<file path="src/common/gpx_pkg.sv">
// Purpose: Shared constants for the GPIO port block with alternate functions.
// Assumes: Word-wide register accesses over the on-chip special-function and extension buses.
// Notes: Register offsets are byte addresses as printed; all ports reset to inputs.
package gpx_pkg;
  // -------------------------------------------------------------------------
  // Register offsets.
  // -------------------------------------------------------------------------
  localparam logic [19:0] ADDR_PWM_CC_PORT_DATA = 20'h0FFD0;
  localparam logic [19:0] ADDR_PWM_CC_PORT_DIRECTION = 20'h0FFD2;
  localparam logic [19:0] ADDR_PWM_CC_PORT_OPEN_DRAIN = 20'h0F1D2;
  localparam logic [19:0] ADDR_CC_PORT_DATA = 20'hFFD40;
  localparam logic [19:0] ADDR_CC_PORT_DIRECTION = 20'h0FFD6;
  localparam logic [19:0] ADDR_CC_PORT_OPEN_DRAIN = 20'h0F1D6;
  localparam logic [19:0] ADDR_EXT_PORT_DATA = 20'h0C100;
  localparam logic [19:0] ADDR_EXT_PORT_DATA_SET = 20'h0C102;
  localparam logic [19:0] ADDR_EXT_PORT_DATA_CLEAR = 20'h0C104;
  localparam logic [19:0] ADDR_EXT_PORT_DIRECTION = 20'h0C200;
  localparam logic [19:0] ADDR_EXT_PORT_DIRECTION_SET = 20'h0C202;
  localparam logic [19:0] ADDR_EXT_PORT_DIRECTION_CLEAR = 20'h0C204;
  localparam logic [19:0] ADDR_EXT_PORT_OPEN_DRAIN = 20'h0C300;
  localparam logic [19:0] ADDR_EXT_PORT_OPEN_DRAIN_SET = 20'h0C302;
  localparam logic [19:0] ADDR_EXT_PORT_OPEN_DRAIN_CLEAR = 20'h0C304;
  // -------------------------------------------------------------------------
  // Reset values and widths.
  // -------------------------------------------------------------------------
  localparam logic [7:0] RESET_SMALL = 8'h00;
  localparam logic [15:0] RESET_EXT = 16'h0000;
  // Capture input sampling: 200 ns interval.
  localparam int SAMPLE_NS = 200;
  localparam int CLK_NS = 5;
  localparam int SAMPLE_CYCLES = SAMPLE_NS / CLK_NS;
  localparam logic [5:0] SAMPLE_LAST = 6'(SAMPLE_CYCLES - 1);
endpackage

</file>
<file path="src/gpx_pin_sync.sv">
// Purpose: Three-stage pin synchroniser with agreement of the last two stages.
// Assumes: Inputs come from pins, asynchronous to clk.
// Notes: The first stage feeds only the second stage.
`timescale 1ns/1ps
module gpx_pin_sync #(
  parameter int WIDTH = 8
) (
  input wire logic clk,
  input wire logic srst,
  input wire logic ce,
  input wire logic [WIDTH-1:0] pin_in,
  output logic [WIDTH-1:0] level_out
);
  // -------------------------------------------------------------------------
  // State.
  // -------------------------------------------------------------------------
  typedef struct packed {
    logic [WIDTH-1:0] s1;
    logic [WIDTH-1:0] s2;
    logic [WIDTH-1:0] s3;
    logic [WIDTH-1:0] lvl;
  } gpx_sync_type;
  gpx_sync_type st_q;
  gpx_sync_type st_d;

  // Shift the stages; the level moves only where stages two and three agree.
  always_comb begin
    st_d = st_q;
    st_d.s1 = pin_in;
    st_d.s2 = st_q.s1;
    st_d.s3 = st_q.s2;
    // Where the stages agree the level follows them, falling as well as rising; otherwise it holds.
    st_d.lvl = (st_q.s2 & ~(st_q.s2 ^ st_q.s3)) | (st_q.lvl & (st_q.s2 ^ st_q.s3));
  end

  // Register the stages, frozen while the enable is low.
  always_ff @(posedge clk) begin
    if (srst) begin
      st_q <= '0;
    end else if (ce) begin
      st_q <= st_d;
    end
  end

  assign level_out = st_q.lvl;
endmodule // gpx_pin_sync

</file>
<file path="src/gpx_ports.sv">
// Purpose: Two 8-bit ports and one 16-bit extension port with alternate functions.
// Assumes: Single clock; word-wide register writes; pins resolved outside from enables.
// Notes: Capture/compare and PWM units are outside; this block merges their outputs at the pins or the second port latch and samples their capture inputs.
`timescale 1ns/1ps
module gpx_ports (
  input wire logic clk,
  input wire logic srst,
  input wire logic ce,
  input wire logic reg_wr,
  input wire logic reg_rd,
  input wire logic [19:0] reg_addr,
  input wire logic [15:0] reg_wdata,
  output logic [15:0] reg_rdata,
  output logic reg_hit,
  input wire logic extension_peripheral_enable,
  input wire logic extension_port_enable,
  input wire logic [3:0] pwm_channel_out,
  input wire logic [3:0] cc_hi_alt_out,
  input wire logic [3:0] cc_hi_alt_en,
  input wire logic [7:0] cc_port_alt_out,
  input wire logic [7:0] cc_port_alt_load,
  output logic [3:0] cc_hi_capture_in,
  output logic [7:0] cc_port_capture_in,
  input wire logic [7:0] pwm_cc_pin_in,
  output logic [7:0] pwm_cc_pin_out,
  output logic [7:0] pwm_cc_pin_oe,
  input wire logic [7:0] cc_pin_in,
  output logic [7:0] cc_pin_out,
  output logic [7:0] cc_pin_oe,
  input wire logic [15:0] ext_pin_in,
  output logic [15:0] ext_pin_out,
  output logic [15:0] ext_pin_oe
);
  // -------------------------------------------------------------------------
  // State.
  // -------------------------------------------------------------------------
  typedef struct packed {
    logic [7:0] p7_data;
    logic [7:0] p7_dir;
    logic [7:0] p7_od;
    logic [7:0] p8_data;
    logic [7:0] p8_dir;
    logic [7:0] p8_od;
    logic [15:0] x_data;
    logic [15:0] x_dir;
    logic [15:0] x_od;
    logic [5:0] samp_cnt;
    logic [3:0] cap_hi;
    logic [7:0] cap_lo;
    logic [15:0] rdata;
    logic hit;
  } gpx_state_type;
  gpx_state_type st_q;
  gpx_state_type st_d;

  // Synchronised pin levels.
  logic [7:0] p7_lvl;
  logic [7:0] p8_lvl;
  logic [15:0] x_lvl;
  // Extension port usable only with both enables.
  logic x_en;
  // High when the address names one of the nine extension port registers.
  logic x_map;
  // Desired output value per line, before the driver mode is applied.
  logic [7:0] p7_val;
  logic [7:0] p8_val;
  logic [15:0] x_val;

  // -------------------------------------------------------------------------
  // Pin synchronisers.
  // -------------------------------------------------------------------------
  gpx_pin_sync #(.WIDTH(8)) u_sync7 (.clk(clk), .srst(srst), .ce(ce), .pin_in(pwm_cc_pin_in), .level_out(p7_lvl));
  gpx_pin_sync #(.WIDTH(8)) u_sync8 (.clk(clk), .srst(srst), .ce(ce), .pin_in(cc_pin_in), .level_out(p8_lvl));
  gpx_pin_sync #(.WIDTH(16)) u_sync9 (.clk(clk), .srst(srst), .ce(ce), .pin_in(ext_pin_in), .level_out(x_lvl));

  assign x_en = extension_peripheral_enable & extension_port_enable;

  // Decode the extension register family once, so that a miss on the small ports falls back to it.
  // Without this decode an enabled extension port would answer every address, mapped or not.
  assign x_map = reg_addr inside {gpx_pkg::ADDR_EXT_PORT_DATA, gpx_pkg::ADDR_EXT_PORT_DATA_SET,
    gpx_pkg::ADDR_EXT_PORT_DATA_CLEAR, gpx_pkg::ADDR_EXT_PORT_DIRECTION,
    gpx_pkg::ADDR_EXT_PORT_DIRECTION_SET, gpx_pkg::ADDR_EXT_PORT_DIRECTION_CLEAR,
    gpx_pkg::ADDR_EXT_PORT_OPEN_DRAIN, gpx_pkg::ADDR_EXT_PORT_OPEN_DRAIN_SET,
    gpx_pkg::ADDR_EXT_PORT_OPEN_DRAIN_CLEAR};

  // -------------------------------------------------------------------------
  // Register access, capture sampling and latch merging.
  // -------------------------------------------------------------------------
  // All registers accept whole words only; per-bit change on the extension port goes through set/clear.
  always_comb begin
    st_d = st_q;
    st_d.hit = 1'b0;
    st_d.rdata = 16'h0000;
    // Capture sampler: one sample every 200 ns.
    if (st_q.samp_cnt == gpx_pkg::SAMPLE_LAST) begin
      st_d.samp_cnt = 6'h00;
      st_d.cap_hi = p7_lvl[7:4];
      st_d.cap_lo = p8_lvl;
    end else begin
      st_d.samp_cnt = st_q.samp_cnt + 6'h01;
    end
    // Compare data loads the second port latch ahead of bus writes.
    st_d.p8_data = (st_q.p8_data & ~cc_port_alt_load) | (cc_port_alt_out & cc_port_alt_load);
    if (reg_wr) begin
      st_d.hit = 1'b1;
      case (reg_addr)
        gpx_pkg::ADDR_PWM_CC_PORT_DATA: st_d.p7_data = reg_wdata[7:0];
        gpx_pkg::ADDR_PWM_CC_PORT_DIRECTION: st_d.p7_dir = reg_wdata[7:0];
        gpx_pkg::ADDR_PWM_CC_PORT_OPEN_DRAIN: st_d.p7_od = reg_wdata[7:0];
        gpx_pkg::ADDR_CC_PORT_DATA: st_d.p8_data = reg_wdata[7:0];
        gpx_pkg::ADDR_CC_PORT_DIRECTION: st_d.p8_dir = reg_wdata[7:0];
        gpx_pkg::ADDR_CC_PORT_OPEN_DRAIN: st_d.p8_od = reg_wdata[7:0];
        // Not a small port register: it answers only as an enabled extension register.
        default: st_d.hit = x_en & x_map;
      endcase
      // Extension writes land only while the port is enabled.
      if (x_en) begin
        case (reg_addr)
          gpx_pkg::ADDR_EXT_PORT_DATA: st_d.x_data = reg_wdata;
          gpx_pkg::ADDR_EXT_PORT_DATA_SET: st_d.x_data = st_q.x_data | reg_wdata;
          gpx_pkg::ADDR_EXT_PORT_DATA_CLEAR: st_d.x_data = st_q.x_data & ~reg_wdata;
          gpx_pkg::ADDR_EXT_PORT_DIRECTION: st_d.x_dir = reg_wdata;
          gpx_pkg::ADDR_EXT_PORT_DIRECTION_SET: st_d.x_dir = st_q.x_dir | reg_wdata;
          gpx_pkg::ADDR_EXT_PORT_DIRECTION_CLEAR: st_d.x_dir = st_q.x_dir & ~reg_wdata;
          gpx_pkg::ADDR_EXT_PORT_OPEN_DRAIN: st_d.x_od = reg_wdata;
          gpx_pkg::ADDR_EXT_PORT_OPEN_DRAIN_SET: st_d.x_od = st_q.x_od | reg_wdata;
          gpx_pkg::ADDR_EXT_PORT_OPEN_DRAIN_CLEAR: st_d.x_od = st_q.x_od & ~reg_wdata;
          default: st_d.hit = st_d.hit;
        endcase
      end
    end else if (reg_rd) begin
      st_d.hit = 1'b1;
      case (reg_addr)
        gpx_pkg::ADDR_PWM_CC_PORT_DATA: st_d.rdata = {8'h00, (p7_lvl & ~st_q.p7_dir) | (st_q.p7_data & st_q.p7_dir)};
        gpx_pkg::ADDR_PWM_CC_PORT_DIRECTION: st_d.rdata = {8'h00, st_q.p7_dir};
        gpx_pkg::ADDR_PWM_CC_PORT_OPEN_DRAIN: st_d.rdata = {8'h00, st_q.p7_od};
        gpx_pkg::ADDR_CC_PORT_DATA: st_d.rdata = {8'h00, (p8_lvl & ~st_q.p8_dir) | (st_q.p8_data & st_q.p8_dir)};
        gpx_pkg::ADDR_CC_PORT_DIRECTION: st_d.rdata = {8'h00, st_q.p8_dir};
        gpx_pkg::ADDR_CC_PORT_OPEN_DRAIN: st_d.rdata = {8'h00, st_q.p8_od};
        // Not a small port register: it answers only as an enabled extension register.
        default: st_d.hit = x_en & x_map;
      endcase
      // Extension reads return data only while the port is enabled, else zero.
      if (x_en) begin
        case (reg_addr)
          gpx_pkg::ADDR_EXT_PORT_DATA: st_d.rdata = (x_lvl & ~st_q.x_dir) | (st_q.x_data & st_q.x_dir);
          gpx_pkg::ADDR_EXT_PORT_DIRECTION: st_d.rdata = st_q.x_dir;
          gpx_pkg::ADDR_EXT_PORT_OPEN_DRAIN: st_d.rdata = st_q.x_od;
          // Set and clear registers are write-only and read as zero.
          gpx_pkg::ADDR_EXT_PORT_DATA_SET, gpx_pkg::ADDR_EXT_PORT_DATA_CLEAR,
          gpx_pkg::ADDR_EXT_PORT_DIRECTION_SET, gpx_pkg::ADDR_EXT_PORT_DIRECTION_CLEAR,
          gpx_pkg::ADDR_EXT_PORT_OPEN_DRAIN_SET, gpx_pkg::ADDR_EXT_PORT_OPEN_DRAIN_CLEAR: st_d.rdata = 16'h0000;
          default: st_d.hit = st_d.hit;
        endcase
      end
    end
  end

  // Register the whole state, frozen while the enable is low.
  always_ff @(posedge clk) begin
    if (srst) begin
      st_q <= '0;
      st_q.p7_data <= gpx_pkg::RESET_SMALL;
      st_q.x_data <= gpx_pkg::RESET_EXT;
    end else if (ce) begin
      st_q <= st_d;
    end
  end

  // -------------------------------------------------------------------------
  // Pin drivers.
  // -------------------------------------------------------------------------
  // Per-line value and driver mode, one generate loop for both small ports and one for the extension port.
  genvar i;
  generate
    for (i = 0; i < 8; i++) begin : g_small
      if (i < 4) begin : g_pwm
        assign p7_val[i] = st_q.p7_data[i] ^ pwm_channel_out[i];
      end else begin : g_cc
        assign p7_val[i] = st_q.p7_data[i] & (cc_hi_alt_en[i-4] ? cc_hi_alt_out[i-4] : 1'b1);
      end
      assign p8_val[i] = st_q.p8_data[i];
      // Open-drain lines drive only a low level.
      assign pwm_cc_pin_oe[i] = st_q.p7_dir[i] & (~st_q.p7_od[i] | ~p7_val[i]);
      assign pwm_cc_pin_out[i] = p7_val[i];
      assign cc_pin_oe[i] = st_q.p8_dir[i] & (~st_q.p8_od[i] | ~p8_val[i]);
      assign cc_pin_out[i] = p8_val[i];
    end
    for (i = 0; i < 16; i++) begin : g_ext
      assign x_val[i] = st_q.x_data[i];
      assign ext_pin_oe[i] = x_en & st_q.x_dir[i] & (~st_q.x_od[i] | ~x_val[i]);
      assign ext_pin_out[i] = x_val[i];
    end
  endgenerate

  assign reg_rdata = st_q.rdata;
  assign reg_hit = st_q.hit;
  assign cc_hi_capture_in = st_q.cap_hi;
  assign cc_port_capture_in = st_q.cap_lo;
endmodule // gpx_ports

</file>
<file path="config.mk">
export PLATFORM = sky130hd
export DESIGN_NAME = gpx_ports
export DESIGN_NICKNAME = d
export VERILOG_FILES = /design/src/common/gpx_pkg.sv /design/src/gpx_pin_sync.sv /design/src/gpx_ports.sv
export SDC_FILE = /design/constraint.sdc
export NUM_CORES = 1
export LEC_CHECK = 0
export BUFFER_PORTS_ARGS = -buffer_cell sky130_fd_sc_hd__clkbuf_2
export CAP_MARGIN = 0
export CORE_ASPECT_RATIO = 1.2
export CORE_MARGIN = 2
export CORE_UTILIZATION = 50
export CTS_BUF_LIST = sky130_fd_sc_hd__clkbuf_4 sky130_fd_sc_hd__clkbuf_8
export CTS_CLUSTER_SIZE = 8
export DETAILED_ROUTE_END_ITERATION = 12
export PLACE_DENSITY_LB_ADDON = 0.1
export SLEW_MARGIN = 20
export SYNTH_ARGS = -nofsm -noshare
export SYNTH_HDL_FRONTEND = slang
export SYNTH_SLANG_ARGS = --single-unit
</file>
<file path="constraint.sdc">
create_clock -name clk -period 5.07 [get_ports clk]
set_input_delay 0.7605 -clock clk [delete_from_list [all_inputs] [get_ports clk]]
set_output_delay 0.7605 -clock clk [all_outputs]
set_load 0.1 [all_outputs]
</file>
Word level (Yosys, flattened, before mapping). Cells that the tools add are included.

Flip-flop bits (word level): 259. Input bits: 103. Word-level logic and storage cells: 270. Output and inout bits: 93.

Reduce and logical (&&, ||, !) cells: 15. Add/sub/neg operators: 1. Eq/ne operators: 16. Bitwise logic cells: 192. Muxes and demuxes: 20.

Operators by type and width (number): equality test 20 x 16 -> 1 bit (second input constant) (14); case mux 16 bit (3 select lines) (3); AND 16 bit (7); AND 8 bit (10); bitwise OR 16 bit (5); two-way mux 72 bit (1); inverter 1 bit (64); case mux 16 bit (4 select lines) (1); AND 1 bit (54); two-way mux 48 bit (1); inverter 16 bit (3); case mux 8 bit (6 select lines) (1); inverter 8 bit (5); bitwise OR 8 bit (5); two-way mux 17 bit (2); bitwise OR 1 bit (32); two-way mux 8 bit (3); equality test 20 bit (second input constant) (1); two-way mux 16 bit (1); bitwise XOR 16 bit (1); bitwise XOR 8 bit (2); AND reduction 3 bit (5); AND reduction 4 bit (3); OR reduction 6 bit (2); 8 further kinds (18).

Longest topological paths before layout. Gate-level depths: netlist of run 1.

Depth in word-level cells: 8. Depth in mapped cells: 8. Depth with buffers taken out: 6.

By module. Synthesis of run 1 repeated with hierarchy kept, for this count alone.

Cells, all modules: 1500. Area, all modules: 13250.2 sq um.

Modules (own cells, without submodules): gpx_ports (area each 7472.2 sq um, seq. area each 2622.5 sq um, cells each 952, instances 1); gpx_pin_sync (u_sync7 ...) (area each 1463.9 sq um, seq. area each 640.6 sq um, cells each 137, instances 2); gpx_pin_sync (u_sync9) (area each 2850.2 sq um, seq. area each 1281.2 sq um, cells each 274, instances 1).

Least setup slack after synthesis of run 1. OpenSTA, ideal clock, no wires.

Path kind: input to output. Start point: in cc_hi_alt_out[0]. End point: out pwm_cc_pin_oe[4]. Required time: 4.310 ns. Slack: -0.827 ns. Arrival time: 5.136 ns. Path buffers: 0. Cell stages on the path: 3. Cells stage by stage: inv_1 -> a21boi_0 -> a21boi_0.

Longest elaborated chain between the ends: 5.

RTL lines: start: declaration (line gpx_ports.sv:18) `input wire logic [3:0] cc_hi_alt_out,`; two-way mux 1 bit (line gpx_ports.sv:180) `assign p7_val[i] = st_q.p7_data[i] & (cc_hi_alt_en[i-4] ? cc_hi_alt_out[i-4] : 1'b1);`; AND 1 bit (line gpx_ports.sv:180); via pwm_cc_pin_out[4] (line gpx_ports.sv:25) `output logic [7:0] pwm_cc_pin_out,`; inverter 1 bit (line gpx_ports.sv:184) `assign pwm_cc_pin_oe[i] = st_q.p7_dir[i] & (~st_q.p7_od[i] | ~p7_val[i]);`; bitwise OR 1 bit (line gpx_ports.sv:184); AND 1 bit (line gpx_ports.sv:184); end: declaration (line gpx_ports.sv:26) `output logic [7:0] pwm_cc_pin_oe,`.

The timed path passes the listed nets, and every way through them passes these cells.

Worst setup path in the final report of run 1.
Start point: in reg_addr[2]. End point: reg st_q, in the netlist cc_pin_out[2].

Longest elaborated chain between the ends: 3.

RTL lines: start: declaration (line gpx_ports.sv:11) `input wire logic [19:0] reg_addr,`; equality test 20 bit (line gpx_ports.sv:106) `case (reg_addr)`; two-way mux 8 bit (line gpx_ports.sv:106); two-way mux 72 bit (line gpx_ports.sv:104) `if (reg_wr) begin`; end signal: assignment (line gpx_ports.sv:166) `st_q <= st_d;`; end: declaration (line gpx_ports.sv:53) `gpx_state_type st_q;`.

Every way passes these cells. A chain may end at the register's enable or synchronous reset.

==> results.py, run 1 <==
metrics = {
    "outcome": {
        "status": "complete, no violations",
    },
    "clock_tree": {
        "cts_resized": 0,
        "cts_hold_buffers": 0,
        "cts_setup_buffers": 0,
        "clk_latency_ns": 0.57,
        "htreeDepth": 2,
        "cts_tree": "yes",
        "clkSinkCount": 259,
        "clockRootBuffer": "clkbuf_8",
        "cts_buffer_depth": 3,
        "clkTransAtPathRegs_ns": 0.07,
        "cts_buffers": 43,
    },
    "critical_path": {
        "worstSetupEndpointType": "flip-flop",
        "r2r_slack_ns": 3.48,
        "reg2reg_depth": 4,
        "start_kind": "input pin",
        "slowest_stage": "nand4_1",
        "worstSetupPathType": "in -> reg",
        "path_max_fanout": 24,
        "cp.required_ns": 5.53,
        "slowest_delay_ns": 0.84,
        "path_cells": "clkbuf_2, or4_1, nor2_1, nand4_1, nand3b_1, o21ai_0, a211oi_1",
        "arrival_ns": 3.70,
    },
    "sta": {
        "fin_crit_sh_pct": 64.0,
        "setup_violations": 0,
        "tightest_slew_ns": 1.10,
        "setup_slack_ns": 1.83,
        "fmax_mhz": 308,
        "fin_crit_ns": 3.24,
        "finalHoldViolations": 0,
        "relSlewSlack_pct": 26.5,
        "rsz0062_at_grt": "no",
        "setup-tns-final_ns": 0,
        "finClkSkew_ns": 0.0314,
        "drv_slew": 0,
    },
    "global_route": {
        "grt_pass1_wl_um": 54200,
        "grt.total_usage_pct": 26.5,
        "overflow": 0,
        "antenna_found_initial": 2,
        "grt_pass1_vias": 10000,
        "grt_max_degree": 198,
    },
    "place": {
        "place_area_um2": 12700,
        "portBuffers": 195,
        "post-place-ws_ns": 1.37,
        "gp_congestion": 0.903,
        "place_hpwl_um": 23100,
    },
    "yosys": {
        "ys_ff_latch": 259,
        "yosys-top-cells-area": "dfxtp_1 (43%), mux2i_1 (13%), nor2_1 (6.2%)",
        "synth_area_um2": 12000,
        "synthArstFlopShare_pct": 0,
        "synthCells": 1374,
        "netlist_top_cells_count": "dfxtp_1 (259), nor2_1 (199), mux2i_1 (158)",
        "synthFlopType": "dfxtp_1",
        "synth_top_area_share_pct": 43.2,
        "ys_warn_count": 0,
        "synth_edf_count": 0,
        "ys_seq_area_share_pct": 43.2,
        "synth.distinct_cells": 63,
        "yosysTopAreaCell": "dfxtp_1",
        "post-synth-top-count-cell": "dfxtp_1",
        "syn_nets": 1478,
        "syn_avg_cell_area_um2": 8.73,
    },
    "detailed_routing": {
        "ant_nets": 0,
        "routedWlPerCell_um": 18.7,
        "via_per_inst": 5.70,
        "firstDrtPassIters": 5,
        "drt_wl_total_um": 34200,
        "drt_iter0_drc": 867,
        "via_count": 10400,
        "drc_errors": 0,
    },
    "floorplanning": {
        "rows": 62,
        "dieArea_um2": 25200,
        "core_area_um2": 23700,
        "die_h_um": 174,
        "fp.dieW_um": 145,
        "ios": 196,
        "start_util_pct": 50.5,
    },
    "finish": {
        "design_area_um2": 13500,
        "drive_above_1_share_pct": 19.7,
        "area_growth_pct": 12.9,
        "layout.nets": 1590,
    },
    "hold_path": {
        "hold_depth": 3,
        "worstHoldPathType": "in -> reg",
    },
    "flow_run": {
        "maxCapViolCount": 0,
    },
    "pwr": {
        "leakage_nw": 5.77,
        "power_density_nw_per_um2": 308,
        "ir_worst_vdd_mv": 0.226,
    },
}
## kinds of logic after synthesis
logic type / Yosys count / synth area share [%]
and+or+nand+nor: 451 / 18.1
AOI/OAI and AO/OA: 342 / 18.0
DFF: 259 / 43.2
muxes: 158 / 13.2
buffers and inverters: 153 / 6.62
xor gates and xnor gates: 10 / 0.731
adders and majority gates: 1 / 0.104
## where the power goes
part | leakage [nW] | internal [mW] | switching, mW | total [mW]
combinational | 3.25 | 0.0951 | 0.197 | 0.292
sequential | 2.10 | 2.07 | 0.0274 | 2.10
clock | 0.425 | 0.956 | 0.822 | 1.78
total | 5.77 | 3.12 | 1.05 | 4.17
## path summary, 6_finish.rpt
kind,start,end
max,reg_addr[2],cc_pin_out[2]$_SDFFE_PP0P_
min,cc_pin_in[5],u_sync8.st_d[21]$_SDFFE_PP0P_
max reg2reg,st_q[32]$_SDFFE_PP0P_,cc_port_capture_in[2]$_SDFFE_PP0P_
min reg2reg,reg_rdata[14]$_SDFFE_PP0P_,reg_rdata[14]$_SDFFE_PP0P_
## metal layers
layer / wire, um / vias up / GRT usage [%]
met5: 13 / - / 0
met4: 1110 / 2 / 11.4
met3: 2180 / 66 / 4.82
met2: 15700 / 356 / 42.3
met1: 15200 / 4953 / 35.5
li1: - / 5048 / -
## critical path: cells and delay by family
family,cells,cell delay (ns)
compound gates,2,0.40
buf+inv,1,0.37
simple gates,4,2.17
## cell usage in the layout, fill, tap and decap left out, types with 7 or more instances in the layout
cell,count
o21ai_0,88
clkbuf_2,193
and3_1,16
a21boi_0,16
clkbuf_4,17
a22oi_1,49
nand3_1,13
o22ai_1,12
o21ai_1,30
a21oi_1,63
nand2_1,125
mux2i_1,158
nand4_1,10
nand2b_1,11
clkbuf_8,46
nor2_1,199
nor3b_1,11
nor3_1,11
inv_1,14
dfxtp_1,259
xor2_1,7
buf_4,9
nand3b_1,11
a21o_1,37
a211oi_1,11
a221oi_1,11
## layout make-up
| class | instances | area [um^2] |
|---|---|---|
| antenna | 1 | 2.50 |
| clock buffer | 63 | 761 |
| clock inverter | 4 | 41.3 |
| fill | 2251 | 10200 |
| inverter | 14 | 52.6 |
| multi-input combinational | 962 | 6010 |
| sequential | 259 | 5180 |
| tap | 320 | 400 |
| timing repair buffer | 206 | 1090 |
## metrics by stage
stage / cells / utilization [%] / hold WS, ns / total power [mW]
2_1_floorplan: 1374 / - / 0.430 / 2.33
3_3_place_gp: 1761 / 53.6 / 0.440 / 2.43
3_5_place_dp: 1761 / 53.6 / 0.445 / 2.43
4_1_cts: 1828 / 57.0 / 0.414 / 4.20
5_1_grt: 1828 / 57.0 / 0.418 / 4.33
6_report: 1829 / 57.0 / 0.439 / 4.17
Note: power is estimated with default switching activity, not from simulation.
==> run 2, diff against run 1 <==
--- a/config.mk
+++ b/config.mk
@@ -5,6 +5,7 @@
 export SDC_FILE = /design/constraint.sdc
 export NUM_CORES = 1
 export LEC_CHECK = 0
+export ABC_AREA = 1
 export BUFFER_PORTS_ARGS = -buffer_cell sky130_fd_sc_hd__clkbuf_2
 export CAP_MARGIN = 0
 export CORE_ASPECT_RATIO = 1.2
==> constraint.sdc (replaced) <==
create_clock -name clk -period 2.88 [get_ports clk]
set_input_delay 0.432 -clock clk [delete_from_list [all_inputs] [get_ports clk]]
set_output_delay 0.432 -clock clk [all_outputs]
set_load 0.1 [all_outputs]
==> results.py, run 2 <==
metrics = {
    "detailed_routing": {
        "firstDrtPassIters": 5,
        "drt_wl_total_um": 34200,
        "drc_errors": 0,
        "via_count": 11600,
        "routedWlPerCell_um": 15.6,
        "drt_iter0_drc": 927,
        "ant_nets": 0,
        "via_per_inst": 5.27,
    },
    "finish": {
        "layout.nets": 1948,
        "layout_commonest_cell": "nand2_1",
        "area_growth_pct": 14.9,
        "drive_above_1_share_pct": 19.0,
        "diodes": 0,
        "final_cell_mix": "nand2_1 (379), dfxtp_1 (259), nor2_1 (233), o21ai_0 (227), clkbuf_2 (190)",
    },
    "critical_path": {
        "worstSetupEndpointType": "output pin",
        "start_kind": "input pin",
        "arrival_ns": 1.83,
        "worstSetupPathType": "in -> out",
        "path_max_fanout": 15,
        "cp.required_ns": 2.45,
    },
    "pwr": {
        "p_sw_mw": 1.85,
        "power.total_mw": 7.55,
        "p_seq_share_pct": 49.4,
        "power_density_nw_per_um2": 545,
        "ir_worst_vdd_mv": 0.301,
        "p_clk_share_pct": 43.9,
        "leakage_nw": 6.02,
        "internal-power_mw": 5.69,
        "pwr-share-comb_pct": 6.8,
        "p_sw_share_pct": 24.5,
    },
    "sta": {
        "fmax_mhz": 442,
        "fin_crit_sh_pct": 78.6,
        "setup_violations": 0,
        "drv_slew": 0,
        "finalHoldViolations": 0,
        "relSlewSlack_pct": 48.1,
        "tightest_slew_ns": 0.779,
        "finClkSkew_ns": 0.0169,
        "fin_crit_ns": 2.26,
        "rsz0062_at_grt": "no",
        "setup-tns-final_ns": 0,
    },
    "clock_tree": {
        "clk_latency_ns": 0.55,
        "cts_resized": 0,
        "cts_buffers": 42,
        "cts_buffer_depth": 3,
        "cts_setup_buffers": 0,
        "clkTransAtPathRegs_ns": 0.06,
        "cts_tree": "yes",
        "cts_hold_buffers": 0,
        "clkSinkCount": 259,
        "clockRootBuffer": "clkbuf_8",
        "htreeDepth": 2,
    },
    "yosys": {
        "synth_area_um2": 12100,
        "synth.distinct_cells": 40,
        "netlist_top_cells_count": "nand2_1 (379), dfxtp_1 (259), nor2_1 (233)",
        "ys_warn_count": 0,
        "synth_edf_count": 0,
        "yosysTopAreaCell": "dfxtp_1",
        "post-synth-top-count-cell": "nand2_1",
        "syn_nets": 1824,
        "ys_seq_area_share_pct": 43.0,
        "synthArstFlopShare_pct": 0,
        "syn_avg_cell_area_um2": 7.01,
        "yosys-top-cells-area": "dfxtp_1 (43%), nand2_1 (12%), o21ai_0 (9.4%)",
        "synthFlopType": "dfxtp_1",
        "synthCells": 1720,
        "ys_ff_latch": 259,
        "synth_top_area_share_pct": 43.0,
    },
    "floorplanning": {
        "core_area_um2": 23800,
        "dieArea_um2": 25400,
        "rows": 62,
        "ios": 196,
        "fp.dieW_um": 146,
        "start_util_pct": 50.6,
        "die_h_um": 174,
    },
    "global_route": {
        "use_met2_pct": 41.1,
        "overflow": 0,
        "grt_pass1_vias": 10400,
        "grtUsageMet3_pct": 3.78,
        "grt.total_usage_pct": 26.0,
        "grt_max_degree": 156,
        "top_usage_layer": "met2",
        "antenna_found_initial": 0,
        "grt_pass1_wl_um": 53900,
        "use_met1_pct": 35.7,
    },
    "place": {
        "portBuffers": 195,
        "gp_congestion": 0.936,
        "place_hpwl_um": 23300,
    },
    "flow_run": {
        "maxCapViolCount": 0,
    },
    "outcome": {
        "status": "complete, no violations",
    },
    "hold_path": {
        "worstHoldPathType": "in -> reg",
    },
}
==> run 2: cell count changes after synthesis, sizes merged, moves of 49 or more <==
cell	previous run	this run
nand3	13	68
o21ai	118	227
nand2	125	390
nor2	200	251
a22oi	49	0
mux2i	158	9
a21oi	63	191
inv	14	107
==> run 2: final timing paths <==
check	start	endpoint	slack (ns)	cells past startpoint
hold reg to reg	u_sync7.st_q[10]$_SDFFE_PP0P_	flip-flop	0.45	2
setup / recovery	extension_peripheral_enable	ext_pin_oe[2]	0.62	4
setup reg to reg	flip-flop	reg_rdata[3]$_SDFFE_PP0P_	1.34	8
hold / removal	ext_pin_in[3]	u_sync9.st_d[35]$_SDFFE_PP0P_	0.11	3
==> run 2: routing by layer <==
metal  routed length, um  vias up
li1                    -     5830
met1               15600     5270
met2               15400      382
met3                1920       81
met4                1230        0
met5                   0        -
==> run 2: layout make-up <==
cell class | instances | area [um^2]
clock buffer | 71 | 858
timing repair buffer | 224 | 1240
sequential | 259 | 5180
fill | 2398 | 9960
inverter | 108 | 408
clock inverter | 2 | 17.5
multi-input combinational | 1209 | 5740
tap | 320 | 400
==> run 2: cells by family (layout without fill, tap and decap cells) <==
| group | after synthesis | after routing | synth area share [%] |
|---|---|---|---|
| fa+ha+maj | 1 | 1 | 0.104 |
| compound gates | 461 | 461 | 20.3 |
| mux | 9 | 9 | 0.747 |
| buf+inv | 252 | 405 | 9.79 |
| xor+xnor | 7 | 7 | 0.508 |
| simple gates | 731 | 731 | 25.6 |
| flops | 259 | 259 | 43.0 |
==> run 2: critical path: stages <==
cell	delay [ns]
clkbuf_2	0.07
nand2_1	0.38
a211oi_1	0.41
clkbuf_2	0.53
==> run 2: power groups by stage <==
| stage | registers (mW) | clock network (mW) | logic, mW |
|---|---|---|---|
| final | 3.73 | 3.31 | 0.513 |
| after global routing | 3.73 | 3.52 | 0.569 |
| after CTS | 3.72 | 3.37 | 0.514 |
| after detailed placement | 3.80 | 0 | 0.509 |
| after global placement | 3.80 | 0 | 0.504 |
| after floorplan | 3.79 | 0 | 0.343 |
==> run 2: metrics by stage <==
stage	instances	utilization, %	cell area, um^2	setup slack, ns	hold slack (ns)
finish	2193	58.2	13900	0.615	0.107
global route	2193	58.2	13900	0.544	0.102
CTS	2193	58.2	13900	0.637	0.0746
detailed placement	2120	54.5	13000	0.517	0.451
global placement	2120	54.5	13000	0.536	0.441
floorplan	1720	-	12100	-0.541	0.439
==> run 3, diff against run 2 <==
==> constraint.sdc (replaced) <==
create_clock -name clk -period 2.1 [get_ports clk]
set_input_delay 0.315 -clock clk [delete_from_list [all_inputs] [get_ports clk]]
set_output_delay 0.315 -clock clk [all_outputs]
set_load 0.1 [all_outputs]
==> results.py, run 3 (synthesized netlist as in run 2, its figures left out) <==
metrics = {
    "place": {
        "place_hpwl_um": 24700,
        "portBuffers": 195,
        "gp_congestion": 0.869,
    },
    "clock_tree": {
        "clockRootBuffer": "clkbuf_8",
        "cts_buffers": 42,
        "cts_tree": "yes",
        "clkSinkCount": 259,
        "clkTransAtPathRegs_ns": 0.06,
        "cts_buffer_depth": 3,
        "cts_setup_buffers": 0,
        "htreeDepth": 2,
        "clk_latency_ns": 0.56,
    },
    "finish": {
        "layout_commonest_cell": "nand2_1",
        "diodes": 0,
        "fill_cells": 2228,
        "area_growth_pct": 23.6,
        "layout.nets": 2009,
        "final_cell_mix": "nand2_1 (379), dfxtp_1 (259), nor2_1 (229), o21ai_0 (227), a21oi_1 (179)",
        "drive_above_1_share_pct": 20.8,
    },
    "detailed_routing": {
        "drt_wl_total_um": 35000,
        "routedWlPerCell_um": 15.6,
        "ant_nets": 0,
        "firstDrtPassIters": 6,
        "via_count": 11900,
        "drt_iter0_drc": 885,
        "via_per_inst": 5.27,
        "drc_errors": 0,
    },
    "critical_path": {
        "cp.required_ns": 1.78,
        "path_cells": "xor2_4, nand2_1, nand2_1, inv_1, buf_2",
        "start_kind": "flip-flop",
        "slowest_stage": "buf_2",
        "arrival_ns": 1.71,
        "crit_family": "buffers and inverters",
        "reg2reg_from": "st_q[95]$_SDFFE_PP0P_",
        "worstSetupPathType": "reg -> out",
        "crit_path_frequent_cell": "nand2_1",
        "path_buf_inv": 2,
        "slowest_delay_ns": 0.41,
        "path_max_fanout": 3,
        "worstSetupEndpointType": "output pin",
        "critical_path.startpoint": "st_q[123]$_SDFFE_PP0P_",
    },
    "global_route": {
        "grt.total_usage_pct": 27.0,
        "grt_pass1_wl_um": 56300,
        "overflow": 0,
        "grt_pass1_vias": 10800,
        "grt_max_degree": 143,
        "antenna_found_initial": 0,
    },
    "floorplanning": {
        "rows": 62,
        "start_util_pct": 50.6,
        "ios": 196,
        "core_area_um2": 23800,
        "die_h_um": 174,
        "fp.dieW_um": 146,
        "dieArea_um2": 25400,
    },
    "pwr": {
        "power.total_mw": 10.5,
        "p_seq_share_pct": 48.7,
        "pwr-share-comb_pct": 7.4,
        "leakage_nw": 6.38,
        "ir_worst_vdd_mv": 0.644,
        "p_clk_share_pct": 43.9,
        "p_sw_mw": 2.55,
        "internal-power_mw": 7.95,
        "power_density_nw_per_um2": 704,
        "p_sw_share_pct": 24.2,
    },
    "sta": {
        "rsz0062_at_grt": "no",
        "fin_crit_sh_pct": 96.2,
        "drv_slew": 0,
        "tightest_slew_ns": 0.664,
        "setup_violations": 0,
        "fin_crit_ns": 2.02,
        "setup-tns-final_ns": 0,
        "fmax_mhz": 495,
        "finClkSkew_ns": 0.0168,
        "finalHoldViolations": 0,
        "relSlewSlack_pct": 55.8,
    },
    "hold_path": {
        "worstHoldPathType": "in -> reg",
        "min_from": "reg_wdata[10]",
    },
    "flow_run": {
        "maxCapViolCount": 0,
    },
    "outcome": {
        "status": "complete, no violations",
    },
}
[run 3: timing repair]
action | CTS | global route
hold endpoints to repair | 32 | 0
endpoints found under the setup margin | 0 | 4
gates resized for setup | 0 | 6
hold buffers | 32 | 0
[run 3: final timing paths]
| check | slack, ns | end | depth (start not counted) |
|---|---|---|---|
| setup / recovery | 0.08 | pwm_cc_pin_oe[0] | 5 |
| setup reg to reg | 0.59 | reg_rdata[4]$_SDFFE_PP0P_ | 7 |
| hold / removal | 0.07 | st_q[61]$_SDFFE_PP0P_ | 3 |
| hold reg to reg | 0.46 | flip-flop | 2 |
[run 3: layout make-up]
class                           count  area (um^2)  area share [%]
Clock buffer                       64          800            5.36
Timing Repair Buffer              285         2090            14.0
Clock inverter                      4         77.6           0.520
Multi-Input combinational cell   1209         5940            39.9
Tap cell                          320          400            2.69
Sequential cell                   259         5180            34.8
Inverter                          108          408            2.74
[run 3: per-layer routing]
metal	routed length, um	share of wire (%)	global-route usage (%)	vias up
li1	-	-	-	5943
met1	15900	45	37.2	5466
met2	16200	46	43.8	379
met3	2040	5.8	3.81	65
met4	977	2.8	8.91	0
met5	0	0	0	-
[run 3: worst reg2reg max path: cells and delay by family, from the launching register on]
| family | cells | cell delay [ns] |
|---|---|---|
| muxes | 1 | 0.29 |
| DFF | 1 | 0.39 |
| buffers and inverters | 1 | 0.16 |
| and+or+nand+nor | 3 | 0.32 |
| AOI/OAI and AO/OA | 2 | 0.21 |
[run 3: power by group through the flow]
stage	combinational, mW	sequential [mW]	clock [mW]
after CTS	0.773	5.11	4.72
final	0.777	5.11	4.61
after global placement	0.715	5.21	0
after global routing	0.861	5.12	4.94
after detailed placement	0.722	5.22	0
after floorplan	0.479	5.19	0
[run 3: stage by stage]
| stage | util, % | hold WS (ns) | area, um^2 | std cells | setup slack, ns |
|---|---|---|---|---|---|
| floorplan | - | 0.439 | 12300 | 1720 | -0.882 |
| detailed placement | 57.6 | 0.452 | 13700 | 2149 | 0.0612 |
| CTS | 62.6 | 0.0384 | 14900 | 2249 | 0.0175 |
| finish | 62.6 | 0.0697 | 14900 | 2249 | 0.0795 |
| global route | 62.6 | 0.0526 | 14900 | 2249 | 0.0233 |
| global placement | 57.6 | 0.441 | 13700 | 2149 | 0.103 |
